`config.mk`:
```
export PLATFORM = sky130hd
export DESIGN_NAME = obq_encoder
export DESIGN_NICKNAME = d
export VERILOG_FILES = /design/src/obq_pkg.sv /design/src/obq_encoder.sv /design/src/obq_fifo.sv
export SDC_FILE = /design/constraint.sdc
export NUM_CORES = 1
export LEC_CHECK = 0
export BUFFER_PORTS_ARGS = -buffer_cell sky130_fd_sc_hd__buf_4
export CAP_MARGIN = 10
export CORE_UTILIZATION = 25
export DETAILED_ROUTE_END_ITERATION = 6
export HOLD_SLACK_MARGIN = 0.12
export SLEW_MARGIN = 20
export SYNTH_ARGS = -nofsm -noshare
export SYNTH_HDL_FRONTEND = slang
export SYNTH_SLANG_ARGS = --single-unit
```
`constraint.sdc`:
```
create_clock -name core_clk_in -period 8.3 [get_ports core_clk_in]
set_clock_uncertainty 0.05 [all_clocks]
set_input_delay 2.49 -clock core_clk_in [delete_from_list [all_inputs] [get_ports core_clk_in]]
set_output_delay 2.49 -clock core_clk_in [all_outputs]
set_load 0.1 [all_outputs]
```
`src/obq_pkg.sv`:
```
// package: constants, types and decode functions of the out-of-band path qpsk encoder
// assumes a single 100 MHz core clock and a synchronous active-high reset
package obq_pkg;
    localparam int unsigned CLK_RATE_KHZ       = 100000;
    localparam int unsigned BIT_RATE_KHZ       = 3088;
    localparam int unsigned SAMPLES_PER_SYMBOL = 4;
    localparam int unsigned BITS_PER_SYMBOL    = 2;
    // filter sample rate; every second sample enable is a bit enable
    localparam int unsigned SAMPLE_RATE_KHZ    =
        BIT_RATE_KHZ * SAMPLES_PER_SYMBOL / BITS_PER_SYMBOL;
    localparam int          ACC_W              = 18;
    localparam logic [17:0] ACC_MOD            = 18'(CLK_RATE_KHZ);
    localparam logic [17:0] ACC_INC            = 18'(SAMPLE_RATE_KHZ);
    localparam logic [17:0] ACC_RESET          = 18'h00000;

    localparam int          FIFO_WIDTH         = 8;
    localparam int          FIFO_DEPTH         = 16;
    localparam logic [7:0]  FILL_BYTE          = 8'h00;
    localparam logic [2:0]  BIT_CNT_LOAD       = 3'h7;

    localparam int          SCR_LEN            = 6;
    localparam int          SCR_TAP_A          = 4;
    localparam int          SCR_TAP_B          = 5;
    localparam logic [5:0]  SCR_RESET          = 6'h00;
    localparam logic [1:0]  PHASE_RESET        = 2'h0;

    localparam int          NUM_TAPS           = 17;
    localparam int          HALF_TAPS          = 8;
    localparam int          SAMPLE_W           = 12;
    // root raised cosine, roll-off 0.30, 4 samples per symbol, centre scaled to 127
    localparam logic signed [7:0] RRC_COEF [0:8] = '{
        8'sh7F, 8'sh70, 8'sh48, 8'sh1A, 8'shF7, 8'shE9, 8'shEE, 8'shFC, 8'sh07};

    typedef enum logic {OBQ_PAIR_LEAD, OBQ_PAIR_TRAIL} obq_pair_state_t;

    // pair {a,b} to phase step in quarter turns: a gray-to-binary decode
    function automatic logic [1:0] phase_step(input logic a, input logic b);
        phase_step = {a, a ^ b};
    endfunction : phase_step

    // absolute phase (quarter turns from 45 deg) to {i,q}
    function automatic logic [1:0] phase_to_iq(input logic [1:0] phase);
        case (phase)
            2'h0:    phase_to_iq = 2'h3;
            2'h1:    phase_to_iq = 2'h1;
            2'h2:    phase_to_iq = 2'h0;
            default: phase_to_iq = 2'h2;
        endcase
    endfunction : phase_to_iq
endpackage : obq_pkg

```
`src/obq_encoder.sv`:
```
// module: byte input, fifo, msb-first serializer, scrambler, differential qpsk
// encoder and root raised cosine shaping of the i and q impulses
// assumes bytes already carry fec; source honours byte_ready_out
`timescale 1ns/1ps
module obq_encoder (
    input  wire logic                 core_clk_in,
    input  wire logic                 reset_in,
    input  wire logic [7:0]           byte_in,
    input  wire logic                 byte_valid_in,
    output logic                      byte_ready_out,
    output logic                      scrambled_bit_out,
    output logic                      bit_valid_out,
    output logic                      underrun_out,
    output logic                      i_bit_out,
    output logic                      q_bit_out,
    output logic signed [1:0]         i_level_out,
    output logic signed [1:0]         q_level_out,
    output logic                      symbol_valid_out,
    output logic signed [11:0]        i_sample_out,
    output logic signed [11:0]        q_sample_out,
    output logic                      sample_valid_out
);
    localparam int NT = obq_pkg::NUM_TAPS;

    // timing
    logic [17:0]              acc;
    logic [17:0]              next_acc;
    logic                     sample_odd;
    logic                     next_sample_odd;
    logic                     sample_tick;
    logic                     bit_tick;
    // serializer, scrambler, pairing
    logic [7:0]               fifo_data;
    logic                     fifo_valid;
    logic                     fifo_pop;
    logic [7:0]               shreg;
    logic [7:0]               next_shreg;
    logic [2:0]               bit_cnt;
    logic [2:0]               next_bit_cnt;
    logic                     plain_bit;
    logic                     scr_bit;
    logic                     starved;
    logic [5:0]               sreg;
    logic [5:0]               next_sreg;
    obq_pkg::obq_pair_state_t pair_state;
    obq_pkg::obq_pair_state_t next_pair_state;
    logic                     lead_bit;
    logic                     next_lead_bit;
    logic [1:0]               phase;
    logic [1:0]               next_phase;
    logic                     sym_form;
    logic [1:0]               new_iq;
    // shaping filter
    logic [1:0]               taps [0:NT-1];
    logic [1:0]               next_taps [0:NT-1];
    logic signed [11:0]       i_sum;
    logic signed [11:0]       q_sum;

    obq_fifo #(
        .WIDTH (obq_pkg::FIFO_WIDTH),
        .DEPTH (obq_pkg::FIFO_DEPTH)
    ) u_fifo (
        .core_clk_in   (core_clk_in),
        .reset_in      (reset_in),
        .in_data_in    (byte_in),
        .in_valid_in   (byte_valid_in),
        .in_ready_out  (byte_ready_out),
        .out_data_out  (fifo_data),
        .out_valid_out (fifo_valid),
        .out_ready_in  (fifo_pop)
    );

    // fractional divider: 100 MHz does not divide to the bit rate, so
    // tick spacing alternates by one clock while the mean rate is exact
    always_comb begin
        next_acc        = acc + obq_pkg::ACC_INC;
        sample_tick     = (next_acc >= obq_pkg::ACC_MOD);
        if (sample_tick) begin
            next_acc = next_acc - obq_pkg::ACC_MOD;
        end
        next_sample_odd = sample_tick ? ~sample_odd : sample_odd;
        bit_tick        = sample_tick && sample_odd;
    end

    always_ff @(posedge core_clk_in) begin
        if (reset_in) begin
            acc        <= obq_pkg::ACC_RESET;
            sample_odd <= 1'b0;
        end else begin
            acc        <= next_acc;
            sample_odd <= next_sample_odd;
        end
    end

    always_comb begin
        next_shreg      = shreg;
        next_bit_cnt    = bit_cnt;
        next_sreg       = sreg;
        next_pair_state = pair_state;
        next_lead_bit   = lead_bit;
        next_phase      = phase;
        fifo_pop        = 1'b0;
        starved         = 1'b0;
        sym_form        = 1'b0;
        plain_bit       = shreg[7];
        if (bit_tick && bit_cnt == 3'h0) begin
            // link never pauses: an empty fifo sends the fill byte instead
            fifo_pop     = 1'b1;
            starved      = !fifo_valid;
            plain_bit    = fifo_valid ? fifo_data[7] : obq_pkg::FILL_BYTE[7];
            next_shreg   = fifo_valid ? {fifo_data[6:0], 1'b0}
                                      : {obq_pkg::FILL_BYTE[6:0], 1'b0};
            next_bit_cnt = obq_pkg::BIT_CNT_LOAD;
        end else if (bit_tick) begin
            next_shreg   = {shreg[6:0], 1'b0};
            next_bit_cnt = bit_cnt - 3'h1;
        end
        // multiply by x^6, divide by x^6 + x^5 + 1
        scr_bit = plain_bit ^ sreg[obq_pkg::SCR_TAP_A] ^ sreg[obq_pkg::SCR_TAP_B];
        if (bit_tick) begin
            next_sreg = {sreg[4:0], scr_bit};
            case (pair_state)
                obq_pkg::OBQ_PAIR_LEAD: begin
                    next_lead_bit   = scr_bit;
                    next_pair_state = obq_pkg::OBQ_PAIR_TRAIL;
                end
                obq_pkg::OBQ_PAIR_TRAIL: begin
                    next_phase      = phase + obq_pkg::phase_step(lead_bit, scr_bit);
                    sym_form        = 1'b1;
                    next_pair_state = obq_pkg::OBQ_PAIR_LEAD;
                end
                default: begin
                    next_pair_state = obq_pkg::OBQ_PAIR_LEAD;
                end
            endcase
        end
        new_iq = obq_pkg::phase_to_iq(next_phase);
    end

    always_ff @(posedge core_clk_in) begin
        if (reset_in) begin
            shreg             <= 8'h00;
            bit_cnt           <= 3'h0;
            sreg              <= obq_pkg::SCR_RESET;
            pair_state        <= obq_pkg::OBQ_PAIR_LEAD;
            lead_bit          <= 1'b0;
            phase             <= obq_pkg::PHASE_RESET;
            scrambled_bit_out <= 1'b0;
            bit_valid_out     <= 1'b0;
            underrun_out      <= 1'b0;
            i_bit_out         <= 1'b0;
            q_bit_out         <= 1'b0;
            i_level_out       <= 2'sh0;
            q_level_out       <= 2'sh0;
            symbol_valid_out  <= 1'b0;
        end else begin
            shreg             <= next_shreg;
            bit_cnt           <= next_bit_cnt;
            sreg              <= next_sreg;
            pair_state        <= next_pair_state;
            lead_bit          <= next_lead_bit;
            phase             <= next_phase;
            scrambled_bit_out <= bit_tick ? scr_bit : scrambled_bit_out;
            bit_valid_out     <= bit_tick;
            underrun_out      <= starved;
            symbol_valid_out  <= sym_form;
            if (sym_form) begin
                i_bit_out   <= new_iq[1];
                q_bit_out   <= new_iq[0];
                i_level_out <= new_iq[1] ? 2'sh1 : 2'sh3;
                q_level_out <= new_iq[0] ? 2'sh1 : 2'sh3;
            end
        end
    end

    // each tap holds {nonzero, positive}; the symbol enters as one impulse
    // per four samples so the filter needs adders only, no multipliers
    assign next_taps[0] = !sample_tick ? taps[0] :
                          sym_form ? {1'b1, new_iq[1]} : 2'h0;
    genvar g;
    generate
        for (g = 1; g < NT; g++) begin : g_shift
            assign next_taps[g] = sample_tick ? taps[g-1] : taps[g];
        end
    endgenerate

    // q impulse sits beside i; kept in a second line of its own
    logic [1:0] qtaps [0:NT-1];
    logic [1:0] next_qtaps [0:NT-1];
    assign next_qtaps[0] = !sample_tick ? qtaps[0] :
                           sym_form ? {1'b1, new_iq[0]} : 2'h0;
    generate
        for (g = 1; g < NT; g++) begin : g_qshift
            assign next_qtaps[g] = sample_tick ? qtaps[g-1] : qtaps[g];
        end
    endgenerate

    function automatic logic signed [11:0] tap_term(input logic [1:0] tap,
                                                    input logic signed [7:0] c);
        logic signed [11:0] ext;
        ext = {{4{c[7]}}, c};
        if (!tap[1]) begin
            tap_term = 12'sh000;
        end else begin
            tap_term = tap[0] ? ext : -ext;
        end
    endfunction : tap_term

    always_comb begin
        i_sum = 12'sh000;
        q_sum = 12'sh000;
        for (int k = 0; k < NT; k++) begin
            i_sum = i_sum + tap_term(taps[k], obq_pkg::RRC_COEF[
                    k < obq_pkg::HALF_TAPS ? obq_pkg::HALF_TAPS - k : k - obq_pkg::HALF_TAPS]);
            q_sum = q_sum + tap_term(qtaps[k], obq_pkg::RRC_COEF[
                    k < obq_pkg::HALF_TAPS ? obq_pkg::HALF_TAPS - k : k - obq_pkg::HALF_TAPS]);
        end
    end

    always_ff @(posedge core_clk_in) begin
        if (reset_in) begin
            for (int k = 0; k < NT; k++) begin
                taps[k]  <= 2'h0;
                qtaps[k] <= 2'h0;
            end
            i_sample_out     <= 12'sh000;
            q_sample_out     <= 12'sh000;
            sample_valid_out <= 1'b0;
        end else begin
            for (int k = 0; k < NT; k++) begin
                taps[k]  <= next_taps[k];
                qtaps[k] <= next_qtaps[k];
            end
            sample_valid_out <= sample_tick;
            if (sample_tick) begin
                i_sample_out <= i_sum;
                q_sample_out <= q_sum;
            end
        end
    end

    // checking helpers: observed output history and last loaded byte
    logic [5:0] seen_hist;
    logic       plain_q;
    logic [7:0] loaded_byte;
    logic [1:0] prev_iq;
    always_ff @(posedge core_clk_in) begin
        if (reset_in) begin
            seen_hist   <= 6'h00;
            plain_q     <= 1'b0;
            loaded_byte <= 8'h00;
            prev_iq     <= 2'h3;
        end else begin
            if (bit_valid_out) begin
                seen_hist <= {seen_hist[4:0], scrambled_bit_out};
            end
            if (bit_tick) begin
                plain_q <= plain_bit;
            end
            if (fifo_pop) begin
                loaded_byte <= fifo_valid ? fifo_data : obq_pkg::FILL_BYTE;
            end
            if (symbol_valid_out) begin
                prev_iq <= {i_bit_out, q_bit_out};
            end
        end
    end

    property p_bit_spacing;
        @(posedge core_clk_in) disable iff (reset_in)
        bit_tick |-> ##1 (!bit_tick)[*8] ##[24:26] bit_tick;
    endproperty
    a_bit_spacing: assert property (p_bit_spacing)
        else $error("bit enable spacing off the 3.088 MHz rate");

    property p_scramble;
        @(posedge core_clk_in) disable iff (reset_in)
        bit_valid_out |-> scrambled_bit_out == (plain_q ^ seen_hist[4] ^ seen_hist[5]);
    endproperty
    a_scramble: assert property (p_scramble)
        else $error("scrambled bit does not follow x^6+x^5+1");

    property p_every_bit;
        @(posedge core_clk_in) disable iff (reset_in)
        bit_tick |=> bit_valid_out && sreg[0] == scrambled_bit_out;
    endproperty
    a_every_bit: assert property (p_every_bit)
        else $error("bit left the path without passing the scrambler");

    property p_msb_first;
        @(posedge core_clk_in) disable iff (reset_in)
        (bit_tick && bit_cnt != 3'h0) |-> plain_bit == loaded_byte[bit_cnt - 3'h1];
    endproperty
    a_msb_first: assert property (p_msb_first)
        else $error("serial order is not msb first");

    property p_pairing;
        @(posedge core_clk_in) disable iff (reset_in)
        symbol_valid_out |-> ##1 (!symbol_valid_out)[*8] ##[55:60] symbol_valid_out;
    endproperty
    a_pairing: assert property (p_pairing)
        else $error("symbol not formed from every second bit");

    property p_lead_first;
        @(posedge core_clk_in) disable iff (reset_in)
        (bit_tick && pair_state == obq_pkg::OBQ_PAIR_LEAD) |=> lead_bit == $past(scr_bit);
    endproperty
    a_lead_first: assert property (p_lead_first)
        else $error("leading bit is not the first of the pair");

    property p_phase_step;
        @(posedge core_clk_in) disable iff (reset_in)
        sym_form |=> phase == $past(phase) + obq_pkg::phase_step($past(lead_bit), $past(scr_bit));
    endproperty
    a_phase_step: assert property (p_phase_step)
        else $error("phase change does not match the pair");

    property p_iq_levels;
        @(posedge core_clk_in) disable iff (reset_in)
        symbol_valid_out |-> {i_bit_out, q_bit_out} == obq_pkg::phase_to_iq(phase)
            && i_level_out == (i_bit_out ? 2'sh1 : 2'sh3) && q_level_out == (q_bit_out ? 2'sh1 : 2'sh3);
    endproperty
    a_iq_levels: assert property (p_iq_levels)
        else $error("i/q output disagrees with phase or level");

    property p_gray;
        @(posedge core_clk_in) disable iff (reset_in)
        (symbol_valid_out && phase[0] != $past(phase[0], 3))
            |-> $countones({i_bit_out, q_bit_out} ^ prev_iq) == 1;
    endproperty
    a_gray: assert property (p_gray)
        else $error("quarter-turn step changed both i and q");

    property p_reset_clear;
        @(posedge core_clk_in)
        reset_in |=> phase == 2'h0 && sreg == 6'h00 && pair_state == obq_pkg::OBQ_PAIR_LEAD;
    endproperty
    a_reset_clear: assert property (p_reset_clear)
        else $error("reset did not clear phase, scrambler and pairing");

    property p_shaping;
        @(posedge core_clk_in) disable iff (reset_in)
        sym_form |=> taps[0][1] && !taps[1][1] && taps[0][0] == i_bit_out
            && qtaps[0][1] && qtaps[0][0] == q_bit_out;
    endproperty
    a_shaping: assert property (p_shaping)
        else $error("symbol impulse not entered into the shaping filter");

    c_underrun: cover property (@(posedge core_clk_in) disable iff (reset_in) underrun_out);
    c_half_turn: cover property (@(posedge core_clk_in) disable iff (reset_in)
        sym_form && lead_bit && scr_bit);
    c_fifo_full: cover property (@(posedge core_clk_in) disable iff (reset_in)
        byte_valid_in && !byte_ready_out);
endmodule : obq_encoder

```
`src/obq_fifo.sv`:
```
// module: synchronous fifo with valid/ready on both sides
// assumes depth is a power of two and one clock with synchronous reset
`timescale 1ns/1ps
module obq_fifo #(
    parameter int WIDTH = obq_pkg::FIFO_WIDTH,
    parameter int DEPTH = obq_pkg::FIFO_DEPTH
) (
    input  wire logic             core_clk_in,
    input  wire logic             reset_in,
    input  wire logic [WIDTH-1:0] in_data_in,
    input  wire logic             in_valid_in,
    output logic                  in_ready_out,
    output logic [WIDTH-1:0]      out_data_out,
    output logic                  out_valid_out,
    input  wire logic             out_ready_in
);
    localparam int AW = $clog2(DEPTH);
    localparam int CW = $clog2(DEPTH + 1);

    logic [WIDTH-1:0] mem [0:DEPTH-1];
    logic [AW-1:0]    wr_ptr;
    logic [AW-1:0]    rd_ptr;
    logic [CW-1:0]    count;
    logic [AW-1:0]    next_wr_ptr;
    logic [AW-1:0]    next_rd_ptr;
    logic [CW-1:0]    next_count;
    logic             next_in_ready;
    logic             push;
    logic             pop;

    assign out_valid_out = (count != '0);
    assign out_data_out  = mem[rd_ptr];

    always_comb begin
        push          = in_valid_in && in_ready_out;
        pop           = out_valid_out && out_ready_in;
        next_wr_ptr   = push ? wr_ptr + AW'(1) : wr_ptr;
        next_rd_ptr   = pop ? rd_ptr + AW'(1) : rd_ptr;
        next_count    = count + CW'(push) - CW'(pop);
        // ready is registered so the source sees a clean level
        next_in_ready = (next_count != CW'(DEPTH));
    end

    always_ff @(posedge core_clk_in) begin
        if (reset_in) begin
            wr_ptr       <= '0;
            rd_ptr       <= '0;
            count        <= '0;
            in_ready_out <= 1'b0;
        end else begin
            wr_ptr       <= next_wr_ptr;
            rd_ptr       <= next_rd_ptr;
            count        <= next_count;
            in_ready_out <= next_in_ready;
        end
    end

    always_ff @(posedge core_clk_in) begin
        if (push) begin
            mem[wr_ptr] <= in_data_in;
        end
    end
endmodule : obq_fifo

```
==> metrics.csv <==
metric,value,unit
Synth Instances,1434,
H-tree Lvls,1,
drt total wl,32900,um
Syn-to-layout area delta,13.7,%
"Data required, critical path",8730,ps
postcts setup bufs,0,
number of global-route vias before repair,10400,
# rows,92,
cell with the most instances after synthesis,inv_1,
unrepaired setup endpoints after global routing,no,
"Max FO, Critical Path",9,
post-synth top area share,0.241,
layout cell share with drive strength beyond 1,0.104,
Root Buffer,clkbuf_16,
shortest period the worst path allows,5690,ps
max-cap viol count,0,
Die X,254,um
Critical Path Start Type,register,
post-synth top area cell,edfxtp_1,
Tot Pwr,2.91,mW
diodes inserted,0,
placed cells,2272,
dominant synthesized flop cell,dfxtp_1,
core area,63000,um^2
Mapped Nets,1668,
number of library cell types mapped by synthesis,64,
Final Max Tran Viols,0,
first-pass GRT wire length,54400,um
Fmax,176,MHz
CTS sink cnt,263,
Final GP Congestion,0.840,
gr usage total,0.105,
area of the mapped netlist,15900,um^2
P_leak,7.09,nW
CTS tree,done,
Die Area,64700,um^2
CTS buffer count,29,
drt pass-1 iters,7,
worst hold-check path type,register to register,
fillers,6494,
Final #Nets,1691,
vias per inst,4.25,
clk_lat worst skew,570,ps
Finished Layout Cells,2326,
"EDFF count, synth",128,
Worst-Margin Slew,1010,ps
io pins,47,
Ys Warns,0,
total gr overflow,0,
Post-CTS Resized,0,
antenna-violating nets left,0,
status,finished with violations,
Clock Path Buffers,3,
Final period util,0.686,
final hold vios,0,
failing checks,design-rule violations,
Pwr per Cell Area,161,nW/um^2
average cell area after synthesis,11.1,um^2
Seq cells post-synth,263,
clock slew at reported path FFs,60,ps
"top cells by count, synth","inv_1 (238), nand2_1 (192), fa_1 (167), dfxtp_1 (135), edfxtp_1 (128)",
sequential area share after synthesis,0.411,
effective utilization at floorplan,0.253,
worst r2r path cells,21,
largest net degree at the start of global routing,94,
Area contributors post-synth,"edfxtp_1 (24%), fa_1 (21%), dfxtp_1 (17%)",
Crit Path Class,register to register,
height of the die,254,um
setup violators final,0,
IO buf count,46,
Total Neg Setup Slack,0,ps
Worst slew margin,0.325,
initial DRC count,472,
Worst Path Arrival,6130,ps
HPWL Detailed,24500,um
Wirelength per Cell,14.1,um
hold depth,2,
routed vias,9880,
asr flop ratio synth,0,
DRC Markers,1,
initial antenna violation count,0,
worst vdd ir,136,uV
CP endpoint kind,register,
Hold Buf Count CTS,0,
[metrics by stage]
step                      instance area, um^2   util  hold slack [ps]  worst slack, ps
final                                   18100  0.287              402             2610
after global placement                  17100  0.272              387             2700
after floorplan                         15900      -              382             2890
after detailed placement                17100  0.272              397             2600
after CTS                               18100  0.287              405             2530
after global routing                    18100  0.287              424             2200
[flip-flops by register name, summed over array words and instances, names as in the netlist, 6 cells and up, named ones only]
signal	count
acc	13
taps	18
shreg	7
u_fifo.mem	128
i_sample_out	12
q_sample_out	11
qtaps	33
sreg	6
[worst max-delay path, stage by stage, from the launching register on]
cell and delay, ps:
dfxtp_1 490, nand2_1 180, xnor2_1 200, ha_1 190, or2_2 300, fa_1 560
inv_1 90, fa_1 560, fa_1 550, inv_1 50, fa_1 520, inv_1 50
fa_1 520, inv_1 40, ha_1 310, inv_1 80, o21bai_1 100, a21o_1 190
a21oi_1 190, xnor2_1 140, nand2_1 70, a21oi_1 170
[where the power goes]
part	leakage [nW]	internal [mW]	total, mW	switching (mW)
clock	0.469	0.748	1.29	0.538
sequential	2.24	1.39	1.41	0.0184
combinational	4.38	0.0827	0.215	0.132
[cell families after synthesis]
family / after synthesis / synth area share
AOI/OAI and AO/OA: 170 / 0.0667
xor gates and xnor gates: 56 / 0.0308
adders and majority gates: 223 / 0.254
buffers and inverters: 302 / 0.0728
DFF: 263 / 0.411
muxes: 45 / 0.0597
and+or+nand+nor: 375 / 0.105
[per-layer routing]
metal / global-route usage / up-vias / share of wire
li1: - / 4698 / -
met1: 0.141 / 4983 / 0.46
met2: 0.178 / 157 / 0.49
met3: 0.0188 / 42 / 0.039
met4: 0.0200 / 0 / 0.019
met5: 0 / - / 0
[cell type report]
class / instances / area, um^2 / share of cell area
clock inverters: 9 / 105 / 0.00581
flip-flops and latches: 263 / 6550 / 0.362
clock buffers: 45 / 856 / 0.0473
well taps: 846 / 1060 / 0.0585
multi-input cells: 869 / 8220 / 0.454
inverters: 238 / 893 / 0.0494
repair buffers: 56 / 420 / 0.0232
[path summary, 6_finish.rpt]
kind | slack, ps | from | end
worst max register to register | 2610 | qtaps[0][25] | i_sample_out[10]
worst min register to register | 400 | q_sample_out[9] | q_sample_out[9]
worst max-delay path | 2610 | qtaps[0][25] | i_sample_out[10]
worst min-delay path | 400 | q_sample_out[9] | q_sample_out[9]
[layout by cell type (no fill, tap or decap), types with 3 or more instances in the layout]
| cell type | n |
|---|---|
| inv_1 | 238 |
| nand2_1 | 192 |
| fa_1 | 167 |
| dfxtp_1 | 134 |
| edfxtp_1 | 128 |
| a21oi_1 | 99 |
| nor2_1 | 77 |
| ha_1 | 56 |
| buf_4 | 56 |
| mux4_2 | 40 |
| xnor2_1 | 37 |
| clkbuf_16 | 29 |
| nand2b_1 | 21 |
| xor2_1 | 19 |
| and2_1 | 18 |
| nor2b_1 | 13 |
| nor3_1 | 13 |
| a211oi_1 | 11 |
| nand3_1 | 9 |
| o21ai_0 | 9 |
| clkbuf_1 | 9 |
| a21o_1 | 7 |
| a221oi_1 | 7 |
| clkbuf_8 | 7 |
| nand4_1 | 6 |
| or3_1 | 6 |
| mux2i_1 | 5 |
| o21bai_1 | 5 |
| o21a_1 | 3 |
| and3_1 | 3 |
| or2_2 | 3 |
Power figures use the tool's default switching activity.
